<file path="src/hw/can_mb_consts.svh">
// Constants for the message-buffer handling block: map, fields and sizes.
`ifndef CAN_MB_CONSTS_SVH
`define CAN_MB_CONSTS_SVH
`define NBUF        16
`define IDXW        4
`define ABT_LAST    4'h7
`define HDEPTH      8
`define HPTRW       3
`define ADDRW       12
`define OFF_GCTRL   12'h000
`define OFF_TXHIST  12'h004
`define OFF_RXHIST  12'h008
`define OFF_LAST    12'h00C
`define BCTL_SEL    6'h01
`define BDATA_SEL   6'h02
`define G_ABT       0
`define G_TRG       1
`define G_TX_IN_PROGRESS_STATUS     2
`define G_BUFFER_ACCESS_ON      3
`define G_TX_HISTORY_OVERFLOW      4
`define G_RX_HISTORY_OVERFLOW      5
`define B_RDY       0
`define B_TRQ       1
`define B_DN        2
`define B_MUC       3
`define B_TYPE_LO   4
`define B_TYPE_HI   6
`define B_ASSIGN    7
`define H_EMPTY     8
`define L_RX_LO     8
`define L_RX_HI     11
`define TYPE_TX     3'h0
`define RESP_OKAY   2'h0
`define RESP_SLVERR 2'h2
`endif

</file>
<file path="src/hw/can_mb_pkg.sv">
// Types shared by the message-buffer handling block.
package can_mb_pkg;
    typedef enum logic [2:0] {
        TX_IDLE = 3'h1,
        TX_REQ  = 3'h2,
        TX_BUSY = 3'h4
    } tx_state_t;
    typedef enum logic [2:0] {
        RX_IDLE  = 3'h1,
        RX_WRITE = 3'h2,
        RX_DONE  = 3'h4
    } rx_state_t;
endpackage

</file>
<file path="src/hw/can_mb_core.sv">
// Message-buffer handling of a CAN controller with an AXI4-Lite register port.
//
// The placing of the registers and the AXI4-Lite register port are this design's own decisions.
`timescale 1ns/1ps
`default_nettype none
`include "can_mb_consts.svh"
module can_mb_core (
    // Clock and reset
    input  wire logic              aclk,
    input  wire logic              aresetn,
    // AXI4-Lite write
    input  wire logic [`ADDRW-1:0] awaddr,
    input  wire logic              awvalid,
    output logic                   awready,
    input  wire logic [31:0]       wdata,
    input  wire logic [3:0]        wstrb,
    input  wire logic              wvalid,
    output logic                   wready,
    output logic      [1:0]        bresp,
    output logic                   bvalid,
    input  wire logic              bready,
    // AXI4-Lite read
    input  wire logic [`ADDRW-1:0] araddr,
    input  wire logic              arvalid,
    output logic                   arready,
    output logic      [31:0]       rdata,
    output logic      [1:0]        rresp,
    output logic                   rvalid,
    input  wire logic              rready,
    // Protocol layer: transmit
    output logic                   tx_req_valid,
    output logic      [`IDXW-1:0]  tx_req_index,
    input  wire logic              tx_accept,
    input  wire logic              tx_done,
    // Protocol layer: receive
    input  wire logic              rx_valid,
    input  wire logic [`IDXW-1:0]  rx_index,
    input  wire logic [31:0]       rx_data,
    // Power mode events
    input  wire logic              sleep_taken,
    input  wire logic              wake_taken
);
    // ==========================================================
    // Address decode
    function automatic logic is_bctl(input logic [`ADDRW-1:0] a);
        return a[`ADDRW-1:6] == `BCTL_SEL;
    endfunction
    function automatic logic is_bdata(input logic [`ADDRW-1:0] a);
        return a[`ADDRW-1:6] == `BDATA_SEL;
    endfunction
    function automatic logic is_mapped(input logic [`ADDRW-1:0] a);
        return is_bctl(a) || is_bdata(a) || a == `OFF_GCTRL || a == `OFF_TXHIST
               || a == `OFF_RXHIST || a == `OFF_LAST;
    endfunction
    // Lowest set bit wins; the top bit of the result says whether one was found.
    function automatic logic [`IDXW:0] pick(input logic [`NBUF-1:0] m);
        logic [`IDXW:0] r;
        r = '0;
        for (int i = `NBUF - 1; i >= 0; i--) begin
            if (m[i]) begin
                r = {1'b1, `IDXW'(i)};
            end
        end
        return r;
    endfunction

    // ==========================================================
    // State
    logic [`ADDRW-1:0] aw_addr, ar_addr;
    logic [31:0]       w_data;
    logic [3:0]        w_strb;
    logic              aw_have, w_have, ar_pend;
    logic [`NBUF-1:0]  rdy, transmit_request, dn, buffer_update_in_progress, asg;
    logic [2:0]        btype [`NBUF];
    logic              auto_block_transmission, trg, buffer_access_on, from_abt;
    logic [`IDXW-1:0]  abt_ptr, tx_idx, rx_idx, last_tx, last_rx;
    logic [31:0]       rx_word;
    can_mb_pkg::tx_state_t tx_state, next_tx_state;
    can_mb_pkg::rx_state_t rx_state, next_rx_state;
    logic [`NBUF-1:0]  next_rdy, next_trq, next_dn, next_muc, next_asg;
    logic [2:0]        next_btype [`NBUF];
    logic              next_abt, next_trg, next_buffer_access_on, next_from_abt;
    logic [`IDXW-1:0]  next_abt_ptr, next_tx_idx, next_last_tx, next_last_rx;
    logic [`NBUF-1:0]  elig, normal_set;
    logic [`IDXW:0]    cand;
    logic              do_wr, do_rd, tx_stat;
    logic [31:0]       ram_q, rd_word;
    logic [3:0]        ram_we;
    logic [`IDXW-1:0]  tx_head, rx_head;
    logic              tx_empty, rx_empty, tx_full, rx_full, tx_history_overflow, rx_history_overflow;
    logic              tx_push, rx_push, tx_pop, rx_pop;

    // ==========================================================
    // AXI4-Lite slave
    assign awready = !aw_have;
    assign wready  = !w_have;
    assign arready = !ar_pend && !rvalid;
    assign do_rd   = arvalid && arready;
    // A data write waits while a received frame owns the store's write port.
    assign do_wr   = aw_have && w_have && !bvalid && !(is_bdata(aw_addr) && rx_state == can_mb_pkg::RX_WRITE);

    always_ff @(posedge aclk) begin
        if (!aresetn) begin
            aw_addr <= '0;
            w_data  <= '0;
            w_strb  <= '0;
            aw_have <= 1'b0;
            w_have  <= 1'b0;
            bvalid  <= 1'b0;
            bresp   <= `RESP_OKAY;
            ar_addr <= '0;
            ar_pend <= 1'b0;
            rvalid  <= 1'b0;
            rresp   <= `RESP_OKAY;
            rdata   <= '0;
        end else begin
            if (awvalid && awready) begin
                aw_addr <= awaddr;
                aw_have <= 1'b1;
            end else if (do_wr) begin
                aw_have <= 1'b0;
            end
            if (wvalid && wready) begin
                w_data <= wdata;
                w_strb <= wstrb;
                w_have <= 1'b1;
            end else if (do_wr) begin
                w_have <= 1'b0;
            end
            if (do_wr) begin
                bvalid <= 1'b1;
                bresp  <= is_mapped(aw_addr) ? `RESP_OKAY : `RESP_SLVERR;
            end else if (bready) begin
                bvalid <= 1'b0;
            end
            if (do_rd) begin
                ar_addr <= araddr;
                ar_pend <= 1'b1;
            end else if (ar_pend) begin
                ar_pend <= 1'b0;
                rvalid  <= 1'b1;
                rdata   <= rd_word;
                rresp   <= is_mapped(ar_addr) ? `RESP_OKAY : `RESP_SLVERR;
            end else if (rready) begin
                rvalid <= 1'b0;
            end
        end
    end

    // Read mux; reading a history word also takes its head entry off the list.
    assign tx_pop = ar_pend && ar_addr == `OFF_TXHIST;
    assign rx_pop = ar_pend && ar_addr == `OFF_RXHIST;
    always_comb begin
        rd_word = '0;
        if (ar_addr == `OFF_GCTRL) begin
            rd_word[`G_ABT]   = auto_block_transmission;
            rd_word[`G_TRG]   = trg;
            rd_word[`G_TX_IN_PROGRESS_STATUS] = tx_stat;
            rd_word[`G_BUFFER_ACCESS_ON]  = buffer_access_on;
            rd_word[`G_TX_HISTORY_OVERFLOW]  = tx_history_overflow;
            rd_word[`G_RX_HISTORY_OVERFLOW]  = rx_history_overflow;
        end else if (ar_addr == `OFF_TXHIST) begin
            rd_word[`IDXW-1:0] = tx_head;
            rd_word[`H_EMPTY]  = tx_empty;
        end else if (ar_addr == `OFF_RXHIST) begin
            rd_word[`IDXW-1:0] = rx_head;
            rd_word[`H_EMPTY]  = rx_empty;
        end else if (ar_addr == `OFF_LAST) begin
            rd_word[`IDXW-1:0]         = last_tx;
            rd_word[`L_RX_HI:`L_RX_LO] = last_rx;
        end else if (is_bctl(ar_addr)) begin
            rd_word[`B_RDY]                 = rdy[ar_addr[5:2]];
            rd_word[`B_TRQ]                 = transmit_request[ar_addr[5:2]];
            rd_word[`B_DN]                  = dn[ar_addr[5:2]];
            rd_word[`B_MUC]                 = buffer_update_in_progress[ar_addr[5:2]];
            rd_word[`B_TYPE_HI:`B_TYPE_LO]  = btype[ar_addr[5:2]];
            rd_word[`B_ASSIGN]              = asg[ar_addr[5:2]];
        end else if (is_bdata(ar_addr)) begin
            rd_word = ram_q;
        end
    end

    // ==========================================================
    // Buffer flags, global control and transmit scheduling
    always_comb begin
        for (int i = 0; i < `NBUF; i++) begin
            elig[i] = rdy[i] && transmit_request[i] && asg[i] && btype[i] == `TYPE_TX;
            normal_set[i] = elig[i] && !(auto_block_transmission && `IDXW'(i) <= `ABT_LAST);
        end
        cand = pick(normal_set);
    end

    assign tx_stat      = tx_state != can_mb_pkg::TX_IDLE;
    assign tx_req_valid = tx_state == can_mb_pkg::TX_REQ;
    assign tx_req_index = tx_idx;
    assign tx_push      = tx_state == can_mb_pkg::TX_BUSY && tx_done;

    always_comb begin
        next_rdy      = rdy;
        next_trq      = transmit_request;
        next_dn       = dn;
        next_muc      = buffer_update_in_progress;
        next_asg      = asg;
        next_btype    = btype;
        next_abt      = auto_block_transmission;
        next_trg      = trg;
        next_buffer_access_on     = buffer_access_on;
        next_abt_ptr  = abt_ptr;
        next_tx_idx   = tx_idx;
        next_from_abt = from_abt;
        next_last_tx  = last_tx;
        next_last_rx  = last_rx;
        next_tx_state = tx_state;
        if (tx_push) begin
            next_trq[tx_idx] = 1'b0;
            next_last_tx     = tx_idx;
        end
        if (do_wr && w_strb[0] && is_bctl(aw_addr)) begin
            next_rdy[aw_addr[5:2]]   = w_data[`B_RDY];
            next_trq[aw_addr[5:2]]   = w_data[`B_TRQ];
            next_dn[aw_addr[5:2]]    = w_data[`B_DN];
            next_btype[aw_addr[5:2]] = w_data[`B_TYPE_HI:`B_TYPE_LO];
            next_asg[aw_addr[5:2]]   = w_data[`B_ASSIGN];
        end
        if (do_wr && w_strb[0] && aw_addr == `OFF_GCTRL) begin
            next_abt = w_data[`G_ABT];
            next_trg = w_data[`G_TRG];
            if (w_data[`G_TRG] && !trg) begin
                next_abt_ptr = '0;
            end
        end
        // Received data wins over a clear written in the same cycle.
        if (rx_state == can_mb_pkg::RX_WRITE) begin
            next_muc[rx_idx] = 1'b1;
        end
        if (rx_state == can_mb_pkg::RX_DONE) begin
            next_muc[rx_idx] = 1'b0;
            next_dn[rx_idx]  = 1'b1;
            next_last_rx     = rx_idx;
        end
        if (sleep_taken) begin
            next_buffer_access_on = 1'b0;
        end else if (wake_taken) begin
            next_buffer_access_on = 1'b1;
        end
        case (tx_state)
            can_mb_pkg::TX_IDLE: begin
                if (auto_block_transmission && trg && elig[abt_ptr]) begin
                    next_tx_idx   = abt_ptr;
                    next_from_abt = 1'b1;
                    next_tx_state = can_mb_pkg::TX_REQ;
                end else if (auto_block_transmission && trg) begin
                    next_abt_ptr = abt_ptr + 1'b1;
                    next_trg     = abt_ptr != `ABT_LAST;
                end else if (cand[`IDXW]) begin
                    next_tx_idx   = cand[`IDXW-1:0];
                    next_from_abt = 1'b0;
                    next_tx_state = can_mb_pkg::TX_REQ;
                end
            end
            can_mb_pkg::TX_REQ: begin
                // Until the protocol layer accepts, a cleared request withdraws the offer, and
                // the next pick may be a later, lower-priority request.
                if (!elig[tx_idx]) begin
                    next_tx_state = can_mb_pkg::TX_IDLE;
                end else if (tx_accept) begin
                    next_tx_state = can_mb_pkg::TX_BUSY;
                end
            end
            can_mb_pkg::TX_BUSY: begin
                // Once accepted the frame goes out even if its request is cleared meanwhile.
                if (tx_done) begin
                    next_tx_state = can_mb_pkg::TX_IDLE;
                    if (from_abt) begin
                        next_abt_ptr = abt_ptr + 1'b1;
                        if (abt_ptr == `ABT_LAST) begin
                            next_trg = 1'b0;
                        end
                    end
                end
            end
            default: next_tx_state = can_mb_pkg::TX_IDLE;
        endcase
    end

    always_ff @(posedge aclk) begin
        if (!aresetn) begin
            rdy      <= '0;
            transmit_request      <= '0;
            dn       <= '0;
            buffer_update_in_progress      <= '0;
            asg      <= '0;
            btype    <= '{default: `TYPE_TX};
            auto_block_transmission      <= 1'b0;
            trg      <= 1'b0;
            buffer_access_on     <= 1'b1;
            abt_ptr  <= '0;
            tx_idx   <= '0;
            from_abt <= 1'b0;
            last_tx  <= '0;
            last_rx  <= '0;
            tx_state <= can_mb_pkg::TX_IDLE;
        end else begin
            rdy      <= next_rdy;
            transmit_request      <= next_trq;
            dn       <= next_dn;
            buffer_update_in_progress      <= next_muc;
            asg      <= next_asg;
            btype    <= next_btype;
            auto_block_transmission      <= next_abt;
            trg      <= next_trg;
            buffer_access_on     <= next_buffer_access_on;
            abt_ptr  <= next_abt_ptr;
            tx_idx   <= next_tx_idx;
            from_abt <= next_from_abt;
            last_tx  <= next_last_tx;
            last_rx  <= next_last_rx;
            tx_state <= next_tx_state;
        end
    end

    // ==========================================================
    // Receive store; a frame arriving while one is being stored is dropped.
    assign rx_push = rx_state == can_mb_pkg::RX_DONE;
    always_comb begin
        next_rx_state = rx_state;
        case (rx_state)
            can_mb_pkg::RX_IDLE:  if (rx_valid) next_rx_state = can_mb_pkg::RX_WRITE;
            can_mb_pkg::RX_WRITE: next_rx_state = can_mb_pkg::RX_DONE;
            can_mb_pkg::RX_DONE:  next_rx_state = can_mb_pkg::RX_IDLE;
            default:              next_rx_state = can_mb_pkg::RX_IDLE;
        endcase
    end

    always_ff @(posedge aclk) begin
        if (!aresetn) begin
            rx_state <= can_mb_pkg::RX_IDLE;
            rx_idx   <= '0;
            rx_word  <= '0;
        end else begin
            rx_state <= next_rx_state;
            if (rx_state == can_mb_pkg::RX_IDLE && rx_valid) begin
                rx_idx  <= rx_index;
                rx_word <= rx_data;
            end
        end
    end

    always_comb begin
        ram_we = '0;
        if (rx_state == can_mb_pkg::RX_WRITE) begin
            ram_we = 4'hF;
        end else if (do_wr && is_bdata(aw_addr)) begin
            ram_we = w_strb;
        end
    end

    can_mb_ram u_ram (
        .aclk  (aclk),
        .we    (ram_we),
        .waddr (rx_state == can_mb_pkg::RX_WRITE ? rx_idx : aw_addr[5:2]),
        .wdata (rx_state == can_mb_pkg::RX_WRITE ? rx_word : w_data),
        .raddr (araddr[5:2]),
        .rdata (ram_q)
    );

    can_mb_history u_tx_hist (
        .aclk (aclk), .aresetn (aresetn), .push (tx_push), .push_idx (tx_idx),
        .pop (tx_pop), .head (tx_head), .empty (tx_empty), .full (tx_full),
        .ovf_clr (do_wr && aw_addr == `OFF_GCTRL && w_strb[0] && w_data[`G_TX_HISTORY_OVERFLOW]), .ovf (tx_history_overflow)
    );

    can_mb_history u_rx_hist (
        .aclk (aclk), .aresetn (aresetn), .push (rx_push), .push_idx (rx_idx),
        .pop (rx_pop), .head (rx_head), .empty (rx_empty), .full (rx_full),
        .ovf_clr (do_wr && aw_addr == `OFF_GCTRL && w_strb[0] && w_data[`G_RX_HISTORY_OVERFLOW]), .ovf (rx_history_overflow)
    );
endmodule
`default_nettype wire

</file>
<file path="src/hw/can_mb_history.sv">
// History list of buffer numbers with a sticky overflow flag.
`timescale 1ns/1ps
`default_nettype none
`include "can_mb_consts.svh"
module can_mb_history (
    // Clock and reset
    input  wire logic              aclk,
    input  wire logic              aresetn,
    // Producer
    input  wire logic              push,
    input  wire logic [`IDXW-1:0]  push_idx,
    // Consumer
    input  wire logic              pop,
    output logic      [`IDXW-1:0]  head,
    output logic                   empty,
    output logic                   full,
    // Overflow flag
    input  wire logic              ovf_clr,
    output logic                   ovf
);
    logic [`IDXW-1:0]  mem [`HDEPTH];
    logic [`HPTRW-1:0] wptr;
    logic [`HPTRW-1:0] rptr;
    logic [`HPTRW:0]   count;
    logic [`HPTRW-1:0] next_wptr;
    logic [`HPTRW-1:0] next_rptr;
    logic [`HPTRW:0]   next_count;
    logic              next_ovf;
    logic              do_push;
    logic              do_pop;

    assign empty = (count == '0);
    assign full  = (count == (`HPTRW+1)'(`HDEPTH));
    assign head  = mem[rptr];

    // An entry that finds the list full is lost, so the list no longer tells the whole story.
    always_comb begin
        do_push    = push && !full;
        do_pop     = pop && !empty;
        next_wptr  = do_push ? wptr + 1'b1 : wptr;
        next_rptr  = do_pop ? rptr + 1'b1 : rptr;
        next_count = count + {{`HPTRW{1'b0}}, do_push} - {{`HPTRW{1'b0}}, do_pop};
        next_ovf   = ovf && !ovf_clr;
        if (push && full) begin
            next_ovf = 1'b1;
        end
    end

    always_ff @(posedge aclk) begin
        if (!aresetn) begin
            wptr  <= '0;
            rptr  <= '0;
            count <= '0;
            ovf   <= 1'b0;
        end else begin
            wptr  <= next_wptr;
            rptr  <= next_rptr;
            count <= next_count;
            ovf   <= next_ovf;
        end
    end

    always_ff @(posedge aclk) begin
        if (do_push) begin
            mem[wptr] <= push_idx;
        end
    end
endmodule
`default_nettype wire

</file>
<file path="src/hw/can_mb_ram.sv">
// Message data store: one word per buffer, byte writes, registered read.
`timescale 1ns/1ps
`default_nettype none
`include "can_mb_consts.svh"
module can_mb_ram (
    // Clock
    input  wire logic              aclk,
    // Write port
    input  wire logic [3:0]        we,
    input  wire logic [`IDXW-1:0]  waddr,
    input  wire logic [31:0]       wdata,
    // Read port
    input  wire logic [`IDXW-1:0]  raddr,
    output logic      [31:0]       rdata
);
    logic [31:0] mem [`NBUF];

    genvar b;
    generate
        for (b = 0; b < 4; b++) begin : g_lane
            always_ff @(posedge aclk) begin
                if (we[b]) begin
                    mem[waddr][b*8 +: 8] <= wdata[b*8 +: 8];
                end
            end
        end
    endgenerate

    always_ff @(posedge aclk) begin
        rdata <= mem[raddr];
    end
endmodule
`default_nettype wire

</file>
<file path="config.mk">
export PLATFORM = sky130hd
export DESIGN_NAME = can_mb_core
export DESIGN_NICKNAME = d
export VERILOG_FILES = /design/src/hw/can_mb_pkg.sv /design/src/hw/can_mb_core.sv /design/src/hw/can_mb_history.sv /design/src/hw/can_mb_ram.sv
export VERILOG_INCLUDE_DIRS = /design/src /design/src/hw
export SDC_FILE = /design/constraint.sdc
export NUM_CORES = 1
export LEC_CHECK = 0
export ABC_AREA = 1
export BUFFER_PORTS_ARGS = -buffer_cell sky130_fd_sc_hd__buf_4
export CAP_MARGIN = 40
export CORE_ASPECT_RATIO = 1.25
export CORE_MARGIN = 2
export CORE_UTILIZATION = 60
export CTS_CLUSTER_SIZE = 20
export DETAILED_ROUTE_END_ITERATION = 10
export PLACE_DENSITY = 0.82
export SLEW_MARGIN = 20
export SYNTH_ARGS = -nofsm -noshare
export SYNTH_HDL_FRONTEND = slang
export SYNTH_SLANG_ARGS = --single-unit
</file>
<file path="constraint.sdc">
create_clock -name aclk -period 3.54 [get_ports aclk]
set_input_delay 0.354 -clock aclk [delete_from_list [all_inputs] [get_ports aclk]]
set_output_delay 0.354 -clock aclk [all_outputs]
set_load 0.02 [all_outputs]
</file>
==> reports/metrics.yaml <==
outcome:
  status: "complete, no violations"
layout:
  layout_common_cells: "edfxtp_1 (576), nand2_1 (440), o21ai_0 (435)"
  nNetsFinal: 4022
  final_common_cell: "edfxtp_1"
  syn_to_final_growth_pct: 14.18
  finalNonFillerCells: 4813
  fillCellCount: 4516
  final_core_util_pct: 69.26
  drive_gt1_share_pct: 10.67
drt:
  firstDrtPassIters: 9
  wl_per_cell_um: 22.81
  routed_wl_um: 109800
  drt_iter0_drc: 3416
  antenna_left: 0
  routed_via_density: 6.080
  drcViolationCount: 0
  route.vias.total: 29260
cts:
  clk_pin_slew_ps: 60
  cts_max_path_buffers: 3
  post-cts-setup-buffers: 0
  cts_tree: "yes"
  cts.sinks: 925
  htreeDepth: 3
  ctsResizeCount: 0
  numCtsBuffers: 86
  cts-root-buf: "clkbuf_16"
  holdBufCountCts: 60
  clkLatencyLatePin_ps: 650
global_routing:
  grt_max_degree: 124
  overflow: 0
  grt_pass1_wl_um: 164100
  antenna_found_initial: 4
  grt_pass1_vias: 28100
  grtUsageTotal_pct: 32.88
yosys:
  netlist_area_um2: 38380
  avgSynthCellArea_um2: 10.29
  async_reset_ff_share_pct: 0
  yosysWarnings: 0
  synthCells: 3731
  ys_seq_elements: 925
  synth_edf_count: 576
  yosysUniqueCellTypes: 53
  synth_ff_type: "edfxtp_1"
  synth-seq-area-share_pct: 63.27
job:
  max_cap_violations: 0
setup_path:
  cp.required_ps: 3800
  reg2regPathDepth: 7
  critPathArrivalTime_ps: 3210
  crit_type: "reg -> reg"
  cp_max_fo: 21
  ff2ff_setup_slack_ps: 590
  worst_setup_path_end_kind: "register"
  start_kind: "register"
sta:
  period_needed_ps: 2954
  relSlewSlack_pct: 37.52
  finalMaxSlewViolations: 0
  max_freq_mhz: 338.6
  tightest_slew_ps: 930.1
  post-route-period-util_pct: 83.44
  finalHoldViolations: 0
  fin_skew_ps: 28.12
  rsz0062_at_grt: "false"
  finalSetupViolCount: 0
  finalSetupTns_ps: 0
  fin_hold_ws_ps: 5.447
placement:
  gp_congestion: 1.004
  hpwl_um: 73200
  dpl.cell_count: 4586
  io_buffers: 151
power:
  seqPwrFrac_pct: 51.6
  power_switching_mw: 5.498
  internal-power_mw: 17.45
  switching_share_pct: 23.96
  worst_ir_drop_vdd_mv: 0.5795
  pwr-share-comb_pct: 7.8
  power_density_nw_per_um2: 523.6
  leakagePower_nw: 16.45
  clockPowerShare_pct: 40.6
die:
  die-width_um: 230.2
  ios: 154
  fp.dieH_um: 286.8
  initial_utilization_pct: 60.66
  core_area_um2: 63280
  placementRows: 103
  die-area_um2: 66020
worst_hold_path:
  hold_depth: 3
  hold_path_class: "in -> reg"
per-layer routing:
metal  wire length [um]  global-route usage, %  share of wire, %  vias up
met5                 11                      0             0.010        -
met3              10370                  5.526               9.4      392
met4               7447                  20.21               6.8        2
met2              52980                  55.30                48     1675
met1              38990                  39.77                36    13810
li1                   -                      -                 -    13380
synth_stat cells, drive strengths merged, types with 4 or more instances:
| cell type | number | share of area (%) |
|---|---|---|
| a31oi | 19 | 0.31 |
| a211oi | 12 | 0.23 |
| or2 | 5 | 0.081 |
| nor4 | 5 | 0.098 |
| nor2 | 364 | 3.7 |
| mux2i | 138 | 3.6 |
| o22ai | 13 | 0.21 |
| dfxtp | 349 | 18 |
| clkbuf | 143 | 1.4 |
| o21ai | 465 | 6.1 |
| edfxtp | 576 | 45 |
| a21oi | 332 | 4.3 |
| nand3 | 106 | 1.5 |
| a22oi | 16 | 0.31 |
| nand2 | 447 | 4.4 |
| o221ai | 10 | 0.23 |
| buf | 72 | 1.0 |
| clkinv | 9 | 0.088 |
| o2111ai | 4 | 0.091 |
| nand4 | 28 | 0.46 |
| a32oi | 4 | 0.091 |
| ha | 17 | 0.55 |
| inv | 357 | 3.5 |
| o31ai | 8 | 0.16 |
| nor3 | 61 | 0.89 |
| xor2 | 4 | 0.091 |
| o211ai | 141 | 2.8 |
| o21a | 4 | 0.078 |
final cells by class:
class / instances / area (um^2) / share of cell area, %
clock buffers: 104 / 2292 / 5.230
inverters: 366 / 1376 / 3.140
well taps: 840 / 1051 / 2.398
multi-input cells: 2226 / 11820 / 26.96
clock inverters: 53 / 544.3 / 1.242
flip-flops and latches: 925 / 24280 / 55.41
repair buffers: 290 / 2441 / 5.570
diodes: 9 / 22.52 / 0.05139
path summary, 6_finish.rpt:
path | startpoint | to
max | rx_state[2] | u_ram.mem[6][11]
max reg2reg | rx_state[2] | u_ram.mem[6][11]
min reg2reg | u_ram.rdata[26] | rdata[26]
min | awaddr[9] | aw_addr[9]
power groups by stage:
stage / Clock (mW) / Sequential (mW) / Combinational [mW]
6_report: 9.32 / 11.8 / 1.80
5_1_grt: 9.79 / 11.8 / 1.92
4_1_cts: 9.36 / 11.8 / 1.74
3_5_place_dp: 0 / 12.1 / 1.67
3_3_place_gp: 0 / 12.0 / 1.63
2_1_floorplan: 0 / 12.0 / 0.987
metrics by stage:
stage               setup slack, ps  area (um^2)  total power [mW]
finish                        586.4        43830             22.95
global route                  375.5        43810             23.55
CTS                           670.4        43790             22.92
detailed placement            698.1        40350             13.72
global placement              779.4        40320             13.68
floorplan                      1057        38390             12.98
flip-flops by register name, summed over array words and instances, names as in the netlist, 32 cells and up, named ones only:
signal / count
u_ram.rdata: 32
u_ram.mem: 512
rx_word: 32
u_tx_hist.mem: 32
w_data: 32
btype: 48
rdata: 32
u_rx_hist.mem: 32
kinds of logic (layout without fill, tap and decap cells):
kind of cell	after synthesis	in the layout	share of synthesized area, %
compound gates	1041	1041	15.16
simple gates	1022	1022	11.23
flops	925	925	63.27
buf+inv	581	813	5.979
mux	138	138	3.599
fa+ha+maj	19	19	0.6585
xor+xnor	4	4	0.09127
other cells	1	11	0.009770
critical path, stage by stage, from the launching register on:
cell and delay (ps):
dfxtp_1 290, inv_1 140, nand3_4 260, o21ai_0 400, inv_1 110, nor2_1 270, nand2_1 420, nor2_1 670
No activity file was read; power rests on OpenSTA's default activity.
